===== src/hdl/fsf_pkg.sv =====
package fsf_pkg;
  // Register indices; the byte address is four times the index.
  localparam logic [5:0] IDX_CONFIG = 6'h04;
  localparam logic [5:0] IDX_ERR_CFG = 6'h05;
  localparam logic [5:0] IDX_STATUS = 6'h06;
  localparam logic [5:0] IDX_ERR_STATUS = 6'h07;
  localparam int ADDR_W = 8;
  localparam int DATA_W = 32;
  // Configuration register fields.
  localparam int CFG_IGNORE_SF = 4;
  localparam int CFG_FORCE_DF = 1;
  // Error configuration register fields.
  localparam int ECFG_DF_IE = 1;
  localparam int ECFG_SF_IE = 0;
  // Status register fields.
  localparam int ST_CMD_COMPLETE = 7;
  localparam int ST_ACCESS_ERR = 5;
  localparam int ST_PROT_VIOL = 4;
  localparam int ST_BUSY = 3;
  localparam int ST_RESERVED = 2;
  localparam int ST_COMPL_HI = 1;
  localparam int ST_COMPL_LO = 0;
  // Error status register fields.
  localparam int EST_DF = 1;
  localparam int EST_SF = 0;
  // Reset values.
  localparam logic RST_CMD_COMPLETE = 1'b1;
  localparam logic [1:0] RST_ERR_CFG = 2'h0;
  localparam logic [DATA_W-1:0] RDATA_ZERO = 32'h00000000;
endpackage


===== src/hdl/fsf_flags.sv =====
// Local design decision: the APB slave port.
`timescale 1ns/1ps
// Notes on behaviour
// RL1: Double-fault flag with its enable set raises the double-fault interrupt.
// RL2: Single-fault flag with its enable set raises the single-fault interrupt.
// RL3: Both enable bits of the error configuration register read back.
// RL4: Writing 1 to command-complete launches; flag stays low until done or a violation.
// RL5: Bad sequence or command sets access error; it blocks launching.
// RL6: Access error clears only on a written 1.
// RL7: Protected program or erase sets violation; it blocks any command.
// RL8: Protection violation clears only on a written 1.
// RL9: Busy bit reads 1 while the controller executes a command.
// RL10: Status bit 2 reads 0 and ignores writes.
// RL11: Completion status bits show errors from command or reset sequence.
// RL12: Status flags writable, busy and completion read-only, rest zero.
// RL13: Double fault or read collision with a command sets double flag.
// RL14: Unignored single fault with no double fault or force, or a collision, sets the single-fault flag.
// RL15: Both fault flags clear only on a written 1.
// RL16: Real faults set one flag only; collisions set both flags.
// RL17: Fault flags are stored one cycle after the faulting read.
// RL18: Ignore-single-fault stops single faults setting flag or interrupt.
// RL19: Force-double-fault makes every read set the double-fault flag.
// RL20: Writing 0 to command-complete does nothing; error bits reset to 0.
module fsf_flags (
  input wire logic clk,
  input wire logic rstn,
  input wire logic ce,
  input wire logic psel,
  input wire logic penable,
  input wire logic pwrite,
  input wire logic [fsf_pkg::ADDR_W-1:0] paddr,
  input wire logic [fsf_pkg::DATA_W-1:0] pwdata,
  output logic [fsf_pkg::DATA_W-1:0] prdata,
  output logic pready,
  output logic pslverr,
  input wire logic mc_cmd_done,
  input wire logic mc_seq_violation,
  input wire logic mc_prot_violation,
  input wire logic mc_busy,
  input wire logic [1:0] mc_completion_status,
  input wire logic arr_read,
  input wire logic arr_single_fault,
  input wire logic arr_double_fault,
  input wire logic arr_collision,
  output logic cmd_launch,
  output logic cmd_seq_allowed,
  output logic double_fault_irq,
  output logic single_fault_irq
);
  import fsf_pkg::*;

  typedef struct packed {
    logic [DATA_W-1:0] prdata;
    logic pready;
    logic pslverr;
    logic [1:0] err_cfg;
    logic ignore_single_fault;
    logic force_double_fault;
    logic cmd_complete_flag;
    logic access_error_flag;
    logic protection_violation_flag;
    logic double_fault_flag;
    logic single_fault_flag;
    logic stg_read;
    logic stg_sf;
    logic stg_df;
    logic stg_coll;
    logic launch;
    logic seq_allowed;
    logic df_irq;
    logic sf_irq;
  } fsf_state_t;

  fsf_state_t s_reg;
  fsf_state_t s_next;
  logic wr_en;
  logic access;
  logic [5:0] idx;
  logic hit;
  logic [DATA_W-1:0] rd_word;
  logic [7:0] status_byte;
  logic set_df;
  logic set_sf;
  logic do_launch;

  //////////////////////////////////////////////////////////////////////////////
  // Bus decode and read data.

  assign idx = paddr[ADDR_W-1:2];
  assign access = psel && penable;
  assign wr_en = access && pwrite && s_reg.pready;
  assign hit = (idx == IDX_CONFIG) || (idx == IDX_ERR_CFG) ||
               (idx == IDX_STATUS) || (idx == IDX_ERR_STATUS);

  always_comb begin
    status_byte = 8'h00;
    status_byte[ST_CMD_COMPLETE] = s_reg.cmd_complete_flag; // [RL12]
    status_byte[ST_ACCESS_ERR] = s_reg.access_error_flag;
    status_byte[ST_PROT_VIOL] = s_reg.protection_violation_flag;
    status_byte[ST_BUSY] = mc_busy; // [RL9]
    status_byte[ST_RESERVED] = 1'b0; // [RL10]
    status_byte[ST_COMPL_HI:ST_COMPL_LO] = mc_completion_status; // [RL11]
  end

  always_comb begin
    rd_word = RDATA_ZERO;
    case (idx)
      IDX_CONFIG: begin
        rd_word[CFG_IGNORE_SF] = s_reg.ignore_single_fault;
        rd_word[CFG_FORCE_DF] = s_reg.force_double_fault;
      end
      IDX_ERR_CFG: begin
        rd_word[ECFG_DF_IE:ECFG_SF_IE] = s_reg.err_cfg; // [RL3]
      end
      IDX_STATUS: begin
        rd_word[ST_CMD_COMPLETE:ST_COMPL_LO] = status_byte;
      end
      IDX_ERR_STATUS: begin
        rd_word[EST_DF] = s_reg.double_fault_flag;
        rd_word[EST_SF] = s_reg.single_fault_flag;
      end
      default: begin
        rd_word = RDATA_ZERO;
      end
    endcase
  end

  //////////////////////////////////////////////////////////////////////////////
  // Fault event decode from the staged array read.

  always_comb begin
    set_df = 1'b0;
    set_sf = 1'b0;
    if (s_reg.stg_read) begin
      if (s_reg.stg_coll) begin
        set_df = 1'b1; // [RL13] [RL16]
        set_sf = 1'b1; // [RL14]
      end else if (s_reg.force_double_fault || s_reg.stg_df) begin
        set_df = 1'b1; // [RL19] [RL16]
      end else if (s_reg.stg_sf && !s_reg.ignore_single_fault) begin
        set_sf = 1'b1; // [RL14] [RL18]
      end
    end
  end

  assign do_launch = wr_en && (idx == IDX_STATUS) &&
                     pwdata[ST_CMD_COMPLETE] && s_reg.cmd_complete_flag &&
                     !s_reg.access_error_flag &&
                     !s_reg.protection_violation_flag; // [RL5] [RL7]

  //////////////////////////////////////////////////////////////////////////////
  // Next state.

  always_comb begin
    s_next = s_reg;
    s_next.pready = access && !s_reg.pready;
    s_next.pslverr = access && !s_reg.pready && !hit;
    s_next.prdata = (access && !s_reg.pready) ? rd_word : RDATA_ZERO;
    // Array read is staged one cycle before the flags are stored.
    s_next.stg_read = arr_read; // [RL17]
    s_next.stg_sf = arr_single_fault;
    s_next.stg_df = arr_double_fault;
    s_next.stg_coll = arr_collision;
    s_next.launch = do_launch; // [RL4]
    if (wr_en && (idx == IDX_CONFIG)) begin
      s_next.ignore_single_fault = pwdata[CFG_IGNORE_SF];
      s_next.force_double_fault = pwdata[CFG_FORCE_DF]; // [RL19]
    end
    if (wr_en && (idx == IDX_ERR_CFG)) begin
      s_next.err_cfg = pwdata[ECFG_DF_IE:ECFG_SF_IE]; // [RL3]
    end
    // Clears by written ones first, so that a same-cycle set wins.
    if (wr_en && (idx == IDX_STATUS)) begin
      if (pwdata[ST_ACCESS_ERR]) begin
        s_next.access_error_flag = 1'b0; // [RL6]
      end
      if (pwdata[ST_PROT_VIOL]) begin
        s_next.protection_violation_flag = 1'b0; // [RL8]
      end
    end
    if (wr_en && (idx == IDX_ERR_STATUS)) begin
      if (pwdata[EST_DF]) begin
        s_next.double_fault_flag = 1'b0; // [RL15]
      end
      if (pwdata[EST_SF]) begin
        s_next.single_fault_flag = 1'b0; // [RL15]
      end
    end
    if (do_launch) begin
      s_next.cmd_complete_flag = 1'b0; // [RL4] [RL20]
    end
    if (mc_seq_violation) begin
      s_next.access_error_flag = 1'b1; // [RL5]
    end
    if (mc_prot_violation) begin
      s_next.protection_violation_flag = 1'b1; // [RL7]
    end
    if (!s_reg.cmd_complete_flag &&
        (mc_cmd_done || mc_seq_violation || mc_prot_violation)) begin
      s_next.cmd_complete_flag = 1'b1; // [RL4]
    end
    if (set_df) begin
      s_next.double_fault_flag = 1'b1; // [RL13]
    end
    if (set_sf) begin
      s_next.single_fault_flag = 1'b1; // [RL14]
    end
    s_next.seq_allowed = !s_next.access_error_flag &&
                         !s_next.protection_violation_flag; // [RL7]
    s_next.df_irq = s_next.double_fault_flag &&
                    s_next.err_cfg[ECFG_DF_IE]; // [RL1]
    s_next.sf_irq = s_next.single_fault_flag &&
                    s_next.err_cfg[ECFG_SF_IE]; // [RL2]
  end

  //////////////////////////////////////////////////////////////////////////////
  // State register.

  always_ff @(posedge clk or negedge rstn) begin
    if (!rstn) begin
      s_reg <= '0; // [RL20]
      s_reg.cmd_complete_flag <= RST_CMD_COMPLETE;
      s_reg.err_cfg <= RST_ERR_CFG;
      s_reg.seq_allowed <= 1'b1;
    end else if (ce) begin
      s_reg <= s_next;
    end
  end

  assign prdata = s_reg.prdata;
  assign pready = s_reg.pready;
  assign pslverr = s_reg.pslverr;
  assign cmd_launch = s_reg.launch;
  assign cmd_seq_allowed = s_reg.seq_allowed;
  assign double_fault_irq = s_reg.df_irq;
  assign single_fault_irq = s_reg.sf_irq;
endmodule


===== config.mk =====
export PLATFORM = sky130hd
export DESIGN_NAME = fsf_flags
export DESIGN_NICKNAME = d
export VERILOG_FILES = /design/src/hdl/fsf_pkg.sv /design/src/hdl/fsf_flags.sv
export SDC_FILE = /design/constraint.sdc
export NUM_CORES = 1
export LEC_CHECK = 0
export ABC_AREA = 1
export BUFFER_PORTS_ARGS = -buffer_cell sky130_fd_sc_hd__buf_4
export CORE_UTILIZATION = 35
export CTS_BUF_LIST = sky130_fd_sc_hd__clkbuf_4 sky130_fd_sc_hd__clkbuf_8 sky130_fd_sc_hd__clkbuf_16
export DETAILED_ROUTE_END_ITERATION = 8
export GPL_TIMING_DRIVEN = 0
export PLACE_DENSITY = 0.78
export SETUP_SLACK_MARGIN = 0.15
export SYNTH_ARGS = -nofsm -noshare
export SYNTH_HDL_FRONTEND = slang
export SYNTH_SLANG_ARGS = --single-unit
export TNS_END_PERCENT = 30

===== constraint.sdc =====
create_clock -name clk -period 1.49 [get_ports clk]
set_clock_uncertainty 0.2 [all_clocks]
set_input_delay 0.298 -clock clk [delete_from_list [all_inputs] [get_ports clk]]
set_output_delay 0.298 -clock clk [all_outputs]
set_load 0.005 [all_outputs]

Word level (Yosys, flattened, before mapping) --
Cells that the tools add are included.
Word-level totals: input port bits 56, bits in registers 51, output and inout port bits 38, logic and storage cells 84
Operators by class: equality and inequality tests 4, multiplexer cells 26, reductions and logical operators 35
Operators with widths (number):
- $eq 6x3->1 const B | 4
- $logic_and 1x1->1 | 18
- $mux 1 | 17
- $logic_not 1->1 | 8
- $mux 2 | 4
- $mux 8 | 1
- $logic_or 1x1->1 | 6
- $pmux 1 s4 | 1
- $reduce_and 2->1 | 2
- $mux 3 | 1
- $pmux 1 s3 | 1
- $pmux 1 s2 | 1
- $reduce_bool 2->1 | 1

Depth between registers and ports, before layout --
Gate-level depths: netlist (run 1).
depth after elaboration 10, gate-level depth with buffers 9, mapped depth without buffers 9

Worst setup path after synthesis (run 1) --
OpenSTA, ideal clock, no wires.
path kind register to register, from register s_reg, in the netlist pready, to register s_reg, in the netlist single_fault_irq, period minus slack after synthesis 1327 ps, slack 163 ps, stages on the path, launching flop included 8, arrival time 1062 ps, path buffers 0, setup time 65 ps, required time 1225 ps, path through dfrtp_1 -> nand2_1 -> nor2_4 -> nand3_2 -> and2_1 -> nor2_1 -> nand2_1 -> nand2_1
Between the ends: cells in the longest elaborated chain, start to end 5, elaborated cells between the ends (all ways) 7, classes of those cells 3 x mux; 4 x reduce/logical
Ends and longest elaborated chain:
- start, declared | RTL line fsf_flags.sv:74 | fsf_state_t s_reg;
- start signal, assigned | RTL line fsf_flags.sv:226 | s_reg <= s_next;
- $logic_and 1x1->1 (*) | RTL line fsf_flags.sv:91 | assign wr_en = access && pwrite && s_reg.pready;
- $logic_and 1x1->1 | RTL line fsf_flags.sv:181 | if (wr_en && (idx == IDX_ERR_STATUS)) begin
- $mux 2 | RTL line fsf_flags.sv:181
- $mux 1 | RTL line fsf_flags.sv:205 | if (set_sf) begin
- $logic_and 1x1->1 (*) | RTL line fsf_flags.sv:212 | s_next.sf_irq = s_next.single_fault_flag &&
Mark *: on every way between the ends. The rest lies on a longest branch, timed or not. A chain may end at the register's enable or synchronous reset.

Worst setup path in the final report (run 1) --
from register s_reg, in the netlist pready, to register s_reg[10] (netlist bit)
Between the ends: cells in the longest elaborated chain, start to end 4
Ends and longest elaborated chain:
- $logic_and 1x1->1 | RTL line fsf_flags.sv:91
- $logic_and 1x1->1 | RTL line fsf_flags.sv:173 | if (wr_en && (idx == IDX_STATUS)) begin
- $mux 2 | RTL line fsf_flags.sv:173
- $mux 1 | RTL line fsf_flags.sv:195 | if (mc_prot_violation) begin
Every way passes these cells.

==> results of run 1 <==
## logic make-up (layout without fill, tap and decap cells)
| group | count (synthesis) | after routing | synth area share (%) |
|---|---|---|---|
| and+or+nand+nor | 106 | 106 | 34.0 |
| AOI/OAI and AO/OA | 17 | 17 | 5.94 |
| other | 1 | 26 | 0.234 |
| DFF | 25 | 25 | 39.2 |
| buffers and inverters | 55 | 102 | 20.6 |
## cells in the mapped netlist (all sizes together), types with 2 or more instances
cell    n
nand2  65
buf    36
dfrtp  23
inv    19
nand3  16
nor2   14
o21ai  11
nand4   6
a21oi   3
dfstp   2
nor3    2
## final timing paths
path / start / end / cells past startpoint
setup / recovery: pready / s_reg[10] / 8
hold / removal: arr_read / s_reg[7] / 3
setup reg to reg: pready / s_reg[10] / 8
hold reg to reg: s_reg[5] / s_reg[5] / 2
max in group asynchronous: rstn / s_reg[12] / 2
min in group asynchronous: rstn / prdata[0] / 2
## through the flow
stage | total power [mW] | TNS, ns | setup WS, ns
after floorplan | 0.965 | 0 | 0.163
after global placement | 1.09 | -0.118 | -0.0288
after global routing | 1.60 | -0.243 | -0.0437
after detailed placement | 1.09 | -0.158 | -0.0479
final | 1.52 | 0 | 0.0107
after CTS | 1.52 | 0 | 0.0287
## power groups by stage
stage          Clock (mW)  Sequential (mW)  Combinational (mW)
2_1_floorplan           0            0.767               0.198
3_3_place_gp            0            0.771               0.316
3_5_place_dp            0            0.773               0.322
4_1_cts             0.428            0.760               0.334
5_1_grt             0.453            0.767               0.381
6_report            0.418            0.763               0.340
## cell usage in the layout (no fill, tap or decap)
master,netlist,layout
a21oi_1,2,1
a21oi_2,1,2
and2_4,0,1
buf_1,1,1
buf_12,0,1
buf_2,3,3
buf_4,32,59
buf_6,0,14
clkbuf_8,0,3
clkinvlp_4,0,1
conb_1,1,26
dfrtp_1,23,23
dfstp_2,2,2
dlygate4sd3_1,0,1
inv_1,16,16
inv_2,3,3
nand2_1,62,61
nand2_2,2,3
nand2_4,1,1
nand3_1,12,12
nand3_2,3,3
nand3_4,1,1
nand3b_1,1,1
nand4_1,6,6
nor2_1,9,8
nor2_2,0,1
nor2_4,3,3
nor2_8,2,2
nor3_1,1,1
nor3_2,1,1
o211ai_1,1,1
o21ai_0,4,4
o21ai_1,7,7
o22ai_1,1,1
o31ai_1,1,1
or2_2,1,1
## metal layers
metal,vias up,global-route usage [%]
met4,0,3.33
met2,46,23.0
met3,2,2.62
met5,-,0
li1,729,-
met1,608,17.9
## layout make-up
class                           count  area [µm²]  area share [%]
Sequential cell                    25         628            28.4
Clock inverter                      1        7.51           0.340
Multi-Input combinational cell    149         748            33.8
Buffer                             36         282            12.7
Timing Repair Buffer               43         368            16.6
Tap cell                           52        65.1            2.94
Clock buffer                        3        41.3            1.87
Inverter                           19        71.3            3.23
## critical path, delay by kind of cell, from the launching register on
kind	cells	cell delay, ns
buf+inv	1	0.14
flops	1	0.42
compound gates	1	0.06
simple gates	6	0.53
## repair_timing
| item | 4_1_cts | 5_1_grt |
|---|---|---|
| resized for setup | 6 | 12 |
| setup buffers | 5 | 0 |
| hold endpoints to repair | 23 | 0 |
| pin swaps | 1 | 3 |
| gates cloned | 0 | 0 |
| hold buffers | 1 | 0 |
| endpoints found under the setup margin | 20 | 23 |
==> flow_summary_export.csv, run 1 <==
group,metric,value,unit
grt,grt_overflow,0,
timing,final_max_slew_viol_count,0,
logic_synthesis,ys_async_sr_fraction,100,%
worst_setup_path,path_cells,"nand2_2, nor2_4, buf_12, nand3_2, nand2_1, nand2_1, nand2_1, o21ai_1",
routing,drt_wl_total,3320,µm
power_and_ir_drop,power_switching,0.434,mW
grt,grt_usage,13.6,%
die,die_area,4850,µm²
grt,antenna_found_initial,0,
power_and_ir_drop,p_comb_share,22.4,%
finish,insertedDiodeCount,0,
die,core_area,4380,µm²
power_and_ir_drop,peakVddDrop,0.316,mV
routing,drc_errors,0,
routing,vias,1385,
power_and_ir_drop,internal_power,1.09,mW
finish,fin_cells,328,
die,fp.dieW,69.6,µm
power_and_ir_drop,p_sw_share,28.5,%
power_and_ir_drop,p_per_area,688,nW/µm²
power_and_ir_drop,pwr-share-seq,50.1,%
cts,cts_root_buf,"clkbuf_8",
logic_synthesis,yosysWarningCount,0,
outcome,status,"finished, final reports clean",
cts,clock-sinks,25,
placement,dpl_cell_area,2040,µm²
die,start_util,36.5,%
power_and_ir_drop,p_leak,1.23,nW
logic_synthesis,avgSynthCellArea,7.85,µm²
timing,max_clock_freq,676,MHz
timing,setup_viol,0,
timing,whs,0.0186,ns
hold_path,hold_path_class,"input port to flip-flop",
placement,hpwlAfterDp,2490,µm
routing,dr_wl_met2,1590,µm
routing,dr.pass1.iters,4,
finish,area_growth,38.0,%
grt,grt_pass1_vias,1212,
placement,gp_congestion,0.749,
finish,drive_gt1_share,38.0,%
run,drv_cap,0,
cts,clk_latency,0.27,ns
logic_synthesis,ys.flop_type,"dfrtp_1",
worst_setup_path,worst_path_most_repeated_cell,"nand2_1",
worst_setup_path,r2r_slack,0.01,ns
logic_synthesis,synth_edf_count,0,
cts,htreeDepth,1,
worst_setup_path,worst-setup-path-type,"flip-flop to flip-flop",
routing,routedWlPerCell,10.1,µm
routing,vias_per_cell,4.22,
timing,hold_violations,0,
finish,utilization,50.4,%
worst_setup_path,crit_path_start_kind,"flip-flop",
worst_setup_path,slowest_stage,"dfrtp_1",
logic_synthesis,netlist_area,1600,µm²
logic_synthesis,synthDistinctLibCells,30,
placement,dp.cells,318,
cts,cts-buffers-inserted,3,
routing,m1WireLength,1490,µm
die,die_h,69.6,µm
timing,finalCritPeriodShare,99.3,%
worst_setup_path,end_kind,"flip-flop",
die,rows,24,
logic_synthesis,ys_seq_area_share,39.2,%
routing,top_layer,"met4",
grt,grt_max_degree,26,
finish,fill_cells,411,
logic_synthesis,ys_top_cells_by_area,"dfrtp_1, buf_4, nand2_1",
routing,drt_first_iter_violations,94,
worst_setup_path,worstPathMaxFanout,7,
cts,max-clock-path-buffers,2,
routing,antenna_left,0,
timing,fin_crit,1.48,ns
logic_synthesis,yosys.area.top_type,"dfrtp_1",
logic_synthesis,synth_top_area_share,35.9,%
cts,cts.clk_slew.worst_paths,0.09,ns
logic_synthesis,syn_inst,204,
power_and_ir_drop,pwr-share-clk,27.5,%
placement,portBuffers,37,
timing,rsz0062_at_grt,"true",
worst_setup_path,max_stage_delay,0.42,ns
logic_synthesis,ys_seq_elements,25,
die,ios,94,
finish,num-nets-final,333,
finish,finish.instance_area,2210,µm²
grt,grt_pass1_wl,5320,µm
routing,dr_wl_met3,235,µm
finish,largest_reg_flops,13,
worst_setup_path,arrival,1.43,ns
worst_setup_path,crit_required,1.44,ns
cts,cts_tree,"done",
(Power assumes the default switching activity.)
==> inputs of run 2 (changes only) <==
- CORE_ASPECT_RATIO: unset -> 1.2
- REMOVE_ABC_BUFFERS: unset -> 1
==> flow_summary_export.csv, run 2 (synthesis results as in run 1) <==
group,metric,value,unit
die,die_h,76.1,µm
grt,grt_max_degree,26,
run,drv_cap,0,
routing,drt_wl_total,3140,µm
die,ios,94,
worst_setup_path,slowest_stage,"dfrtp_1",
cts,clk_latency,0.26,ns
placement,hpwlAfterDp,2380,µm
worst_setup_path,worst_path_most_repeated_cell,"nand2_1",
cts,cts_root_buf,"clkbuf_8",
power_and_ir_drop,peakVddDrop,0.583,mV
finish,drive_gt1_share,30.6,%
worst_setup_path,crit_required,1.50,ns
power_and_ir_drop,p_sw_share,27.9,%
timing,rsz0062_at_grt,"true",
die,start_util,37.0,%
die,fp.dieW,63.8,µm
finish,fin_cells,298,
cts,cts.clk_slew.worst_paths,0.09,ns
placement,gp_congestion,0.787,
finish,largest_reg_flops,13,
grt,antenna_found_initial,0,
die,die_area,4850,µm²
routing,dr.pass1.iters,4,
worst_setup_path,crit_path_start_kind,"flip-flop",
timing,setup_viol,0,
worst_setup_path,end_kind,"flip-flop",
power_and_ir_drop,p_leak,1.04,nW
worst_setup_path,path_cells,"buf_6, inv_2, nand4_1, buf_4, nor3_2, nand2_1, nand2_1",
cts,max-clock-path-buffers,2,
routing,antenna_left,0,
grt,grt_usage,13.5,%
finish,fill_cells,448,
power_and_ir_drop,p_per_area,751,nW/µm²
cts,clock-sinks,25,
power_and_ir_drop,internal_power,1.04,mW
timing,hold_violations,0,
finish,final_common_cell,"nand2_1",
timing,final_max_slew_viol_count,0,
power_and_ir_drop,pwr-share-seq,52.8,%
timing,setup_tns,0,ns
worst_setup_path,worstPathMaxFanout,4,
worst_setup_path,max_stage_delay,0.43,ns
timing,fin_crit,1.41,ns
placement,portBuffers,38,
finish,final_cell_mix,"nand2_1, buf_4, conb_1",
grt,grt_overflow,0,
worst_setup_path,arrival,1.42,ns
finish,insertedDiodeCount,0,
routing,drc_errors,0,
routing,vias,1308,
cts,cts_tree,"done",
cts,cts-buffers-inserted,3,
grt,grt_pass1_wl,5290,µm
die,rows,26,
finish,num-nets-final,299,
cts,htreeDepth,1,
power_and_ir_drop,p_comb_share,20.0,%
outcome,status,"finished, final reports clean",
finish,area_growth,19.9,%
worst_setup_path,crit_path_start,"pready",
worst_setup_path,worst-setup-path-type,"flip-flop to flip-flop",
power_and_ir_drop,pwr-share-clk,27.2,%
routing,drt_first_iter_violations,41,
routing,vias_per_cell,4.39,
hold_path,hold_path_class,"input port to flip-flop",
placement,dp.cells,287,
grt,grt_pass1_vias,1205,
timing,finalCritPeriodShare,94.5,%
die,core_area,4330,µm²
timing,max_clock_freq,710,MHz
worst_setup_path,crit-reg2reg-launch,"pready",
routing,routedWlPerCell,10.5,µm
power_and_ir_drop,power_switching,0.403,mW
hold_path,hp-start,"arr_read",
run 2: worst paths after layout:
check	slack, ns	endpoint	depth (start not counted)
max	0.08	prdata[1]	7
min	0.04	s_reg[7]	3
max reg2reg	0.08	prdata[1]	7
min reg2reg	0.28	cmd_seq_allowed	2
max in group asynchronous	0.53	cmd_seq_allowed	2
min in group asynchronous	0.26	prdata[3]	2
run 2: worst max-delay path, delay by kind of cell, from the launching register on:
| family | cells | cell delay (ns) |
|---|---|---|
| flops | 1 | 0.43 |
| buf+inv | 3 | 0.37 |
| simple gates | 4 | 0.35 |
run 2: per-layer routing:
| layer | GRT usage [%] | part of all wire [%] | vias up |
|---|---|---|---|
| li1 | - | - | 659 |
| met1 | 16.8 | 43 | 593 |
| met2 | 23.3 | 50 | 50 |
| met3 | 2.69 | 5.4 | 6 |
| met4 | 4.09 | 1.7 | 0 |
| met5 | 0 | 0 | - |
run 2: area by class of cell:
class                   instances  area, µm²  area share (%)
inverters                      19       71.3            3.71
well taps                      56       70.1            3.65
clock inverters                 1       5.00           0.261
repair buffers                 45        352            18.3
multi-input cells             149        753            39.2
clock buffers                   3       41.3            2.15
flip-flops and latches         25        628            32.7
run 2: what timing repair did:
action / 4_1_cts / 5_1_grt
resized for setup: 2 / 7
hold buffers: 1 / 0
setup buffers: 3 / 3
pin swaps: 1 / 6
endpoints found under the setup margin: 13 / 20
endpoints found under the hold margin: 23 / 0
run 2: per-stage QoR:
step	hold slack (ns)	setup slack, ns	power (mW)	utilization (%)	cell area (µm²)
after floorplan	-0.198	0.163	0.907	-	1440
after global placement	0.0177	-0.0368	1.03	41.4	1790
after detailed placement	0.0203	-0.0519	1.04	41.4	1790
final	0.0350	0.0816	1.44	44.4	1920
after CTS	0.0343	0.0562	1.45	43.4	1880
after global routing	0.0348	-0.0546	1.54	44.4	1920
run 2: power groups by stage:
stage	registers, mW	logic, mW	clock network (mW)
2_1_floorplan	0.767	0.139	0
5_1_grt	0.769	0.328	0.444
3_3_place_gp	0.771	0.263	0
4_1_cts	0.761	0.280	0.410
3_5_place_dp	0.774	0.271	0
6_report	0.762	0.288	0.392
